$ cat src/rtl/iflm_pkg.sv
// constants, field layout and carrier types of the input fault latch and mask block
// assumes one core clock, synchronous reset, fault detectors outside the block

package iflm_pkg;

   // ************************************************
   // register addresses
   // ************************************************
   localparam logic [7:0] IFLM_ADDR_CHAN1_LATCH = 8'h2e;
   localparam logic [7:0] IFLM_ADDR_CHAN2_LATCH = 8'h2f;
   localparam logic [7:0] IFLM_ADDR_MASK = 8'h34;
   localparam logic [7:0] IFLM_ADDR_OV_A = 8'h35;
   localparam logic [7:0] IFLM_ADDR_OV_B = 8'h36;

   // ************************************************
   // field layout and reset values
   // ************************************************
   localparam int unsigned IFLM_C2_OPEN = 7;
   localparam int unsigned IFLM_C2_PAIR = 6;
   localparam int unsigned IFLM_C2_POS_GND = 5;
   localparam int unsigned IFLM_C2_NEG_GND = 4;
   localparam int unsigned IFLM_C2_POS_BIAS = 3;
   localparam int unsigned IFLM_C2_NEG_BIAS = 2;
   localparam int unsigned IFLM_C2_POS_BAT = 1;
   localparam int unsigned IFLM_C2_NEG_BAT = 0;
   localparam int unsigned IFLM_MASK_OV_POS = 7;
   localparam int unsigned IFLM_MASK_OV_NEG = 6;
   localparam int unsigned IFLM_MASK_BIAS_HI = 5;
   localparam int unsigned IFLM_MASK_BIAS_LO = 4;
   localparam int unsigned IFLM_MASK_BIAS_OV = 3;
   localparam logic [7:0] IFLM_MASK_WR_BITS = 8'hf8;
   localparam int unsigned IFLM_OV_CH1 = 7;
   localparam int unsigned IFLM_OV_CH2 = 6;
   localparam logic [7:0] IFLM_OV_USED_BITS = 8'hc0;
   localparam logic [7:0] IFLM_RESET_VAL = 8'h00;

   // ************************************************
   // carriers
   // ************************************************
   typedef struct packed {
      logic rd;
      logic wr;
      logic [7:0] addr;
      logic [7:0] wdata;
   } iflm_req_t;

   // ov_pos and ov_neg: index 1 is channel 1, index 0 is channel 2
   typedef struct packed {
      logic [7:0] chan2;
      logic [1:0] ov_pos;
      logic [1:0] ov_neg;
   } iflm_fault_t;

endpackage

$ cat src/rtl/iflm_top.sv
// input fault latches, fault mask and interrupt request of the converter diagnostics
// assumes control port requests and detector pulses synchronous to core_clk
`timescale 1ns/10ps

module iflm_top
   import iflm_pkg::*;
(
   input wire logic core_clk,
   input wire logic rst,
   input iflm_req_t req,
   input iflm_fault_t fault,
   output logic [7:0] rdata,
   output logic rvalid,
   output logic irq,
   output logic [2:0] bias_mask
);

   // ************************************************
   // decode
   // ************************************************
   function automatic logic rd_at(input iflm_req_t r, input logic [7:0] a);
      rd_at = r.rd && (r.addr == a);
   endfunction

   function automatic logic wr_at(input iflm_req_t r, input logic [7:0] a);
      wr_at = r.wr && (r.addr == a);
   endfunction

   // set wins over clear, so a fault in the cycle of its read is kept
   function automatic logic latch_step(input logic held, input logic clr, input logic set);
      latch_step = (held && !clr) || set;
   endfunction

   // a register requests while any latched bit is set and its mask is low
   function automatic logic pending(input logic [7:0] latched, input logic masked);
      pending = (|latched) && !masked;
   endfunction

   logic [7:0] chan2_fault_latch_reg;
   logic [7:0] fault_mask_three_reg;
   logic [7:0] overvoltage_latch_a_reg;
   logic [7:0] overvoltage_latch_b_reg;
   logic [7:0] chan2_set;
   logic [7:0] chan2_clr;
   logic [7:0] ov_a_set;
   logic [7:0] ov_b_set;
   logic [7:0] ov_clr;
   logic [7:0] mask_next;
   logic [7:0] read_sel;
   logic rd_chan1;
   logic rd_chan2;
   logic rd_ov_b;
   logic wr_mask;
   logic chan2_pending;
   logic ov_pos_pending;
   logic ov_neg_pending;
   logic irq_next;

   assign rd_chan1 = rd_at(req, IFLM_ADDR_CHAN1_LATCH);
   assign rd_chan2 = rd_at(req, IFLM_ADDR_CHAN2_LATCH);
   assign rd_ov_b = rd_at(req, IFLM_ADDR_OV_B);
   assign wr_mask = wr_at(req, IFLM_ADDR_MASK);

   // ************************************************
   // set and clear terms
   // ************************************************
   always_comb begin
      chan2_set = IFLM_RESET_VAL;
      chan2_set[IFLM_C2_OPEN] = fault.chan2[IFLM_C2_OPEN];
      chan2_set[IFLM_C2_PAIR] = fault.chan2[IFLM_C2_PAIR];
      chan2_set[IFLM_C2_POS_GND] = fault.chan2[IFLM_C2_POS_GND];
      chan2_set[IFLM_C2_NEG_GND] = fault.chan2[IFLM_C2_NEG_GND];
      chan2_set[IFLM_C2_POS_BIAS] = fault.chan2[IFLM_C2_POS_BIAS];
      chan2_set[IFLM_C2_NEG_BIAS] = fault.chan2[IFLM_C2_NEG_BIAS];
      chan2_set[IFLM_C2_POS_BAT] = fault.chan2[IFLM_C2_POS_BAT];
      chan2_set[IFLM_C2_NEG_BAT] = fault.chan2[IFLM_C2_NEG_BAT];
      // own read clears all but the battery-negative bit
      chan2_clr = {8{rd_chan2}};
      chan2_clr[IFLM_C2_NEG_BAT] = rd_ov_b;
   end

   always_comb begin
      ov_a_set = IFLM_RESET_VAL;
      ov_b_set = IFLM_RESET_VAL;
      ov_clr = IFLM_RESET_VAL;
      ov_a_set[IFLM_OV_CH1] = fault.ov_pos[1];
      ov_a_set[IFLM_OV_CH2] = fault.ov_pos[0];
      ov_b_set[IFLM_OV_CH1] = fault.ov_neg[1];
      ov_b_set[IFLM_OV_CH2] = fault.ov_neg[0];
      // overvoltage bits clear on the channel latch reads, not their own
      ov_clr[IFLM_OV_CH1] = rd_chan1;
      ov_clr[IFLM_OV_CH2] = rd_chan2;
   end

   // ************************************************
   // channel 2 latch
   // ************************************************
   for (genvar i = 0; i < $bits(chan2_fault_latch_reg); i++) begin : g_chan2
      always_ff @(posedge core_clk) begin
         if (rst) begin
            chan2_fault_latch_reg[i] <= IFLM_RESET_VAL[i];
         end else begin
            chan2_fault_latch_reg[i] <= latch_step(chan2_fault_latch_reg[i], chan2_clr[i],
               chan2_set[i]);
         end
      end
   end

   // ************************************************
   // overvoltage latches
   // ************************************************
   // reserved bits are gated to zero every cycle, so they never store
   for (genvar i = 0; i < $bits(overvoltage_latch_a_reg); i++) begin : g_ov_a
      always_ff @(posedge core_clk) begin
         if (rst) begin
            overvoltage_latch_a_reg[i] <= IFLM_RESET_VAL[i];
         end else begin
            overvoltage_latch_a_reg[i] <= latch_step(overvoltage_latch_a_reg[i], ov_clr[i],
               ov_a_set[i]) && IFLM_OV_USED_BITS[i];
         end
      end
   end

   for (genvar i = 0; i < $bits(overvoltage_latch_b_reg); i++) begin : g_ov_b
      always_ff @(posedge core_clk) begin
         if (rst) begin
            overvoltage_latch_b_reg[i] <= IFLM_RESET_VAL[i];
         end else begin
            overvoltage_latch_b_reg[i] <= latch_step(overvoltage_latch_b_reg[i], ov_clr[i],
               ov_b_set[i]) && IFLM_OV_USED_BITS[i];
         end
      end
   end

   // ************************************************
   // mask register
   // ************************************************
   // reserved low bits never store, so they read back as zero
   assign mask_next = req.wdata & IFLM_MASK_WR_BITS;

   always_ff @(posedge core_clk) begin
      if (rst) begin
         fault_mask_three_reg <= IFLM_RESET_VAL;
      end else if (wr_mask) begin
         fault_mask_three_reg <= mask_next;
      end
   end

   // one cycle behind the mask register
   always_ff @(posedge core_clk) begin
      if (rst) begin
         bias_mask <= IFLM_RESET_VAL[2:0];
      end else begin
         bias_mask <= {fault_mask_three_reg[IFLM_MASK_BIAS_HI],
                       fault_mask_three_reg[IFLM_MASK_BIAS_LO],
                       fault_mask_three_reg[IFLM_MASK_BIAS_OV]};
      end
   end

   // ************************************************
   // read port
   // ************************************************
   // unmapped addresses, the channel 1 latch among them, read as zero
   always_comb begin
      unique case (req.addr)
         IFLM_ADDR_CHAN2_LATCH: read_sel = chan2_fault_latch_reg;
         IFLM_ADDR_MASK: read_sel = fault_mask_three_reg;
         IFLM_ADDR_OV_A: read_sel = overvoltage_latch_a_reg;
         IFLM_ADDR_OV_B: read_sel = overvoltage_latch_b_reg;
         default: read_sel = IFLM_RESET_VAL;
      endcase
   end

   always_ff @(posedge core_clk) begin
      if (rst) begin
         rvalid <= 1'b0;
      end else begin
         rvalid <= req.rd;
      end
   end

   // read returns the value before this cycle's clear
   always_ff @(posedge core_clk) begin
      if (rst) begin
         rdata <= IFLM_RESET_VAL;
      end else if (req.rd) begin
         rdata <= read_sel;
      end
   end

   // ************************************************
   // interrupt sources
   // ************************************************
   // channel 2 latches have no mask in this block and always request
   assign chan2_pending = |chan2_fault_latch_reg;
   assign ov_pos_pending = pending(overvoltage_latch_a_reg,
      fault_mask_three_reg[IFLM_MASK_OV_POS]);
   assign ov_neg_pending = pending(overvoltage_latch_b_reg,
      fault_mask_three_reg[IFLM_MASK_OV_NEG]);

   // ************************************************
   // interrupt request
   // ************************************************
   assign irq_next = chan2_pending | ov_pos_pending | ov_neg_pending;

   always_ff @(posedge core_clk) begin
      if (rst) begin
         irq <= 1'b0;
      end else begin
         irq <= irq_next;
      end
   end

endmodule

$ cat config.mk
export PLATFORM = sky130hd
export DESIGN_NAME = iflm_top
export DESIGN_NICKNAME = d
export VERILOG_FILES = /design/src/rtl/iflm_pkg.sv /design/src/rtl/iflm_top.sv
export SDC_FILE = /design/constraint.sdc
export NUM_CORES = 1
export LEC_CHECK = 0
export ABC_AREA = 1
export BUFFER_PORTS_ARGS = -buffer_cell sky130_fd_sc_hd__buf_2
export CAP_MARGIN = 0
export CORE_ASPECT_RATIO = 1.25
export CORE_MARGIN = 10
export CORE_UTILIZATION = 53
export CTS_BUF_LIST = sky130_fd_sc_hd__clkbuf_4 sky130_fd_sc_hd__clkbuf_8
export DETAILED_ROUTE_END_ITERATION = 6
export PLACE_DENSITY = 0.81
export SLEW_MARGIN = 25
export SYNTH_ARGS = -nofsm -noshare
export SYNTH_HDL_FRONTEND = slang
export SYNTH_SLANG_ARGS = --single-unit
$ cat constraint.sdc
create_clock -name core_clk -period 1.8 [get_ports core_clk]
set_clock_uncertainty 0.2 [all_clocks]
set_input_delay 0.09 -clock core_clk [delete_from_list [all_inputs] [get_ports core_clk]]
set_output_delay 0.09 -clock core_clk [all_outputs]
set_load 0.02 [all_outputs]
==> summary.md, run 1 <==
| Metric | Value |
|---|---|
| Status | `complete, no violations` |
| RePlAce Congestion | `0.802` |
| Clk root buf | `clkbuf_4` |
| Vias per inst | `5.33` |
| Layout Utilization | `about 85%` |
| Register area share after synthesis | `48.3%` |
| Slew Viols, Final | `0` |
| RR Endpoint | `chan2_fault_latch_reg[7]` |
| CP endpoint | `chan2_fault_latch_reg[7]` |
| TNS Setup | `0 ns` |
| CTS Buf Count | `5` |
| Tot Pwr | `about 1.3 mW` |
| Slew Limit Headroom | `between 70% and 80%` |
| Setup violators final | `0` |
| Beginning of the critical path | `req[17]` |
| Multi-input gate area | `around 580 um2` |
| Number of global-route vias before repair | `1,516` |
| Leakage | `~0.84 nW` |
| CTS tree | `yes` |
| Syn Inst Count | `~160` |
| Cell taking the most area after synthesis | `dfxtp_1` |
| WL final | `approximately 4.2 mm` |
| Yosys warns | `0` |
| Register area | `roughly 600 um2` |
| Io pins | `45` |
| Measured slew at the worst slew-check pin | `between 0.3 and 0.4 ns` |
| Dpl cell area | `roughly 1500 um2` |
| First-pass GRT wire length | `~7 mm` |
| CP Capture Type | `flop` |
| Initial DRC count | `about 110` |
| Postcts setup bufs | `0` |
| Comb pwr share | `between 10 and 15%` |
| Area of the core | `2210 um2` |
| GR Util All Layers | `between 10% and 20%` |
| MaxCap Viol Count | `0` |
| Final hold slack | `0.0380 ns` |
| Initial antenna violation count | `0` |
| Skew-Pair Late Insertion Delay | `~0.36 ns` |
| CP Class | `in2reg` |
| Vias post-DR | `roughly 1,400` |
| Pre-CTS WS | `~0.49 ns` |
| H-tree levels | `2` |
| Starting Density | `between 50% and 60%` |
| Pin count of the biggest net entering global routing | `17` |
| Net Sw Frac | `a little over a quarter` |
| HP Class | `in2reg` |
| CP startpoint kind | `input port` |
| Reg2Reg Setup Slack | `between 0.3 and 0.4 ns` |
| Netlist Area Pre-Place | `roughly 1200 um2` |
| Setup WS post-layout | `between 0.03 and 0.04 ns` |
| Post-route cell area | `between 1500 and 2000 um2` |
| Period utilisation layout | `a little over nine tenths` |
| DP HPWL | `~2.4 mm` |
| Number of I/O port buffers | `about 40` |
| Top cells by area, synth | `dfxtp_1 (48%), a21oi_1 (8.5%), nand2_1 (6.9%)` |
| Placed cells | `between 200 and 250` |
| DIE HEIGHT | `around 74 um` |
| CTS clock-pin slew for the worst setup and hold paths | `roughly 0.11 ns` |
| Crit path arrival time | `1.81 ns` |
| Fin crit period | `between 1.5 and 2 ns` |
| Wirelength per Cell | `15.8 um` |
| Antenna cells | `0` |
| Avg Cell Area, Syn | `~8.0 um2` |
| GRT overflow | `0` |
| Origin of the critical flop-to-flop path | `chan2_fault_latch_reg[7]` |
| Flop pwr share | `53.0%` |
| Row count | `19` |
| CP max FO | `10` |
| DRC errors left | `0` |
| FMAX | `~0.57 GHz` |
| P per Cell Area | `roughly 700 nW/um2` |
| CTS Buffer Depth | `2` |
| Die ar. | `4700 um2` |
| Post-synthesis register bit count | `30` |
| Nets | `265` |
| Pint | `0.972 mW` |
| Psw | `0.359 mW` |
| Synth top area share | `between 40% and 50%` |
| Clk pwr share | `33.0%` |
| Chip width | `between 60 and 70 um` |
| Routed Antenna Nets | `0` |
| Critical path required time | `1.85 ns` |
| R2r worst-path depth | `3` |
| Post-Syn Nets | `187` |
| Number of iterations in the first detailed-routing pass | `6` |
| Share of layout cells above drive strength 1 | `roughly 31%` |
| Post-synthesis cell type count | `22` |
| Num Clock Sinks | `30` |
| Area growth syn-to-layout | `51.8%` |
| Final hold viol count | `0` |
| Layout Cells excl Fill | `roughly 270` |
| Worst vdd ir | `approximately 1.1 mV` |
| Fill cell count | `~110` |
[worst max-delay path, cell delays in order]
cell	delay, ns
dlygate4sd3_1	0.53
clkbuf_4	0.18
nand3_4	0.16
a21oi_1	0.19
nor2_1	0.07
dlygate4sd3_1	0.58
[cell usage in the layout (no fill, tap or decap), drive strengths merged]
master / count
nor4: 2
a21o: 1
clkinvlp: 1
buf: 40
nand3: 15
a21oi: 25
inv: 13
o21a: 1
nor2: 23
clkinv: 2
clkbuf: 8
nor3: 1
dlygate4sd3: 33
a31oi: 1
nand2: 28
o21ai: 10
dfxtp: 30
[area by class of cell]
type	count	share of cell area, %
clock buffers	6	2.72
clock inverters	2	0.663
repair buffers	75	29.0
well taps	31	2.05
multi-input cells	107	30.9
flip-flops and latches	30	31.8
inverters	14	2.85
[power by group through the flow]
stage | clock [mW] | sequential [mW] | combinational (mW)
after floorplan | 0 | 0.716 | 0.0643
after global placement | 0 | 0.716 | 0.112
after detailed placement | 0 | 0.717 | 0.116
after CTS | 0.427 | 0.701 | 0.171
after global routing | 0.466 | 0.708 | 0.200
final | 0.440 | 0.706 | 0.185
[synthesized netlist by cell type (all sizes together)]
cell and instances:
a21o 1, inv 13, clkinv 1, a21oi 25, dfxtp 30, nor3 1
buf 4, o21ai 10, nand3 15, nor4 2, nand2 28, a31oi 1
nor2 23, o21a 1
[kinds of logic after synthesis]
family | count (synthesis) | synth area share, %
flip-flops | 30 | 48.3
buffers and inverters | 18 | 5.73
AO/OA/AOI/OAI | 38 | 17.0
AND/OR/NAND/NOR | 69 | 29.0
[routing by layer]
layer  track usage [%]  wire length [um]  part of all wire (%)
met1              18.4              1510                    36
met2              33.4              2120                    51
met3              6.91               377                   9.0
met4              7.30               176                   4.2
met5                 0                 0                     0
[repair_timing]
item,in CTS,in global routing
endpoints found under the hold margin,28,0
hold buffers,33,0
gates resized for setup,0,6
endpoints found under the setup margin,0,9
[worst min-delay path by stage]
stage                         from                          to  slack (ns)  depth (start not counted)
after floorplan           fault[4]    chan2_fault_latch_reg[0]       0.007                          2
after global placement    fault[5]    chan2_fault_latch_reg[1]        0.09                          3
after detailed placement  fault[2]  overvoltage_latch_a_reg[6]        0.10                          3
after CTS                   req[9]  overvoltage_latch_a_reg[7]        0.02                          6
after global routing       req[10]     fault_mask_three_reg[5]        0.11                          5
final                       req[9]  overvoltage_latch_a_reg[7]        0.04                          6
(Power assumes the default switching activity.)
==> run 2, diff against run 1 <==
==> constraint.sdc (replaced) <==
create_clock -name core_clk -period 2.2 [get_ports core_clk]
set_clock_uncertainty 0.2 [all_clocks]
set_input_delay 0.11 -clock core_clk [delete_from_list [all_inputs] [get_ports core_clk]]
set_output_delay 0.11 -clock core_clk [all_outputs]
set_load 0.02 [all_outputs]
==> summary.md, run 2 (synthesized netlist as in run 1, its figures left out) <==
| Metric | Value |
|---|---|
| Setup repair after global routing missed its margin | `no` |
| CTS tree | `yes` |
| Setup violators final | `0` |
| DP HPWL | `roughly 2.5 mm` |
| Number of iterations in the first detailed-routing pass | `6` |
| Area growth syn-to-layout | `51.2%` |
| Vias per inst | `~5.4` |
| DIE HEIGHT | `approximately 74 um` |
| Reg2Reg Setup Slack | `~0.67 ns` |
| Net Sw Frac | `roughly a quarter` |
| Initial DRC count | `between 100 and 150` |
| First-pass GRT wire length | `7.31 mm` |
| DRC errors left | `0` |
| Setup WS post-layout | `~0.16 ns` |
| TNS Setup | `0 ns` |
| Fill cell count | `between 100 and 150` |
| Flop pwr share | `between 40% and 50%` |
| Area of the core | `2210 um2` |
| Chip width | `between 60 and 70 um` |
| Num Clock Sinks | `30` |
| CP max FO | `11` |
| Clk root buf | `clkbuf_4` |
| Number of global-route vias before repair | `approximately 1,600` |
| Number of I/O port buffers | `about 40` |
| GRT overflow | `0` |
| WL final | `approximately 4.4 mm` |
| Share of layout cells above drive strength 1 | `between 20% and 30%` |
| Post-route cell area | `1880 um2` |
| Leakage | `~0.86 nW` |
| Die ar. | `between 4000 and 5000 um2` |
| Io pins | `45` |
| RePlAce Congestion | `between 0.8 and 0.9` |
| Pre-CTS WS | `about 0.90 ns` |
| CP Capture Type | `flop` |
| CP Class | `in2reg` |
| Critical path required time | `2.23 ns` |
| Final hold viol count | `0` |
| MaxCap Viol Count | `0` |
| Clk pwr share | `approximately 39%` |
| Most frequent cells in the layout | `buf_2 (41), dlygate4sd3_1 (32), dfxtp_1 (30), nand2_1 (23), a21oi_1 (21)` |
| FMAX | `around 0.5 GHz` |
| Routed Antenna Nets | `0` |
| Skew-Pair Late Insertion Delay | `approximately 0.34 ns` |
| Commonest non-fill, non-tap cell in the layout | `buf_2` |
| Measured slew at the worst slew-check pin | `0.383 ns` |
| Slew Viols, Final | `0` |
| Antenna cells | `0` |
| Pin count of the biggest net entering global routing | `20` |
| Period utilisation layout | `roughly 90%` |
| H-tree levels | `2` |
| Layout Cells excl Fill | `264` |
| HP Class | `in2reg` |
| Wirelength per Cell | `around 17 um` |
| Layout Utilization | `between 80% and 90%` |
| Crit path arrival time | `approximately 2.1 ns` |
| CTS Buf Count | `5` |
| Nets | `between 200 and 300` |
| CTS Buffer Depth | `2` |
| GR Util All Layers | `between 10% and 20%` |
| Comb pwr share | `about an eighth` |
| Psw | `approximately 0.28 mW` |
| P per Cell Area | `roughly 630 nW/um2` |
| Fin crit period | `2.04 ns` |
| Row count | `19` |
| Starting Density | `56.3%` |
| Placed cells | `around 220` |
| Vias post-DR | `1,436` |
| Pint | `between 0.8 and 0.9 mW` |
| CTS clock-pin slew for the worst setup and hold paths | `roughly 0.10 ns` |
| Status | `complete, no violations` |
| Initial antenna violation count | `0` |
| Slew Limit Headroom | `74.5%` |
| Dpl cell area | `around 1500 um2` |
| Worst vdd ir | `between 0.6 and 0.7 mV` |
| CP startpoint kind | `input port` |
-- run 2: final cells by class --
cell class,count,area [um2],share of cell area [%]
clock buffers,7,52.6,2.79
clock inverters,1,30.0,1.60
inverters,14,53.8,2.86
multi-input cells,107,572,30.4
flip-flops and latches,30,601,31.9
well taps,31,38.8,2.06
repair buffers,74,533,28.3
-- run 2: timing repair --
action	CTS	global route
hold endpoints to repair	26	0
resized for setup	0	0
hold buffers	32	0
setup buffers	0	0
-- run 2: per-layer routing --
metal  global-route usage [%]  share of wire (%)
met5                        0                  0
met4                     14.4                5.2
met3                     7.66                8.9
met2                     35.7                 52
met1                     17.7                 34
-- run 2: path summary, 6_finish.rpt --
kind / start / to / cells after the start
setup / recovery: req[17] / overvoltage_latch_a_reg[7] / 8
hold / removal: req[10] / rdata[4] / 7
setup reg to reg: chan2_fault_latch_reg[3] / rdata[3] / 5
hold reg to reg: rdata[4] / rdata[4] / 2
-- run 2: critical path: stages --
cell and delay [ns]:
dlygate4sd3_1 0.53, buf_2 0.21, inv_2 0.13, nor3_1 0.20, nand2_1 0.09, a21oi_1 0.16
nor2_1 0.06, dlygate4sd3_1 0.57
-- run 2: metrics by stage --
| stage | hold slack [ns] | power (mW) |
|---|---|---|
| final | 0.115 | 1.18 |
| after global routing | 0.172 | 1.22 |
| after CTS | 0.112 | 1.17 |
| after detailed placement | 0.124 | 0.683 |
| after global placement | 0.115 | 0.677 |
| after floorplan | 0.0274 | 0.638 |
-- run 2: power by group through the flow --
stage / logic (mW) / registers (mW) / clock network (mW)
after floorplan: 0.0526 / 0.586 / 0
after CTS: 0.135 / 0.574 / 0.456
after global routing: 0.157 / 0.578 / 0.482
after detailed placement: 0.0958 / 0.587 / 0
final: 0.145 / 0.577 / 0.456
after global placement: 0.0911 / 0.586 / 0
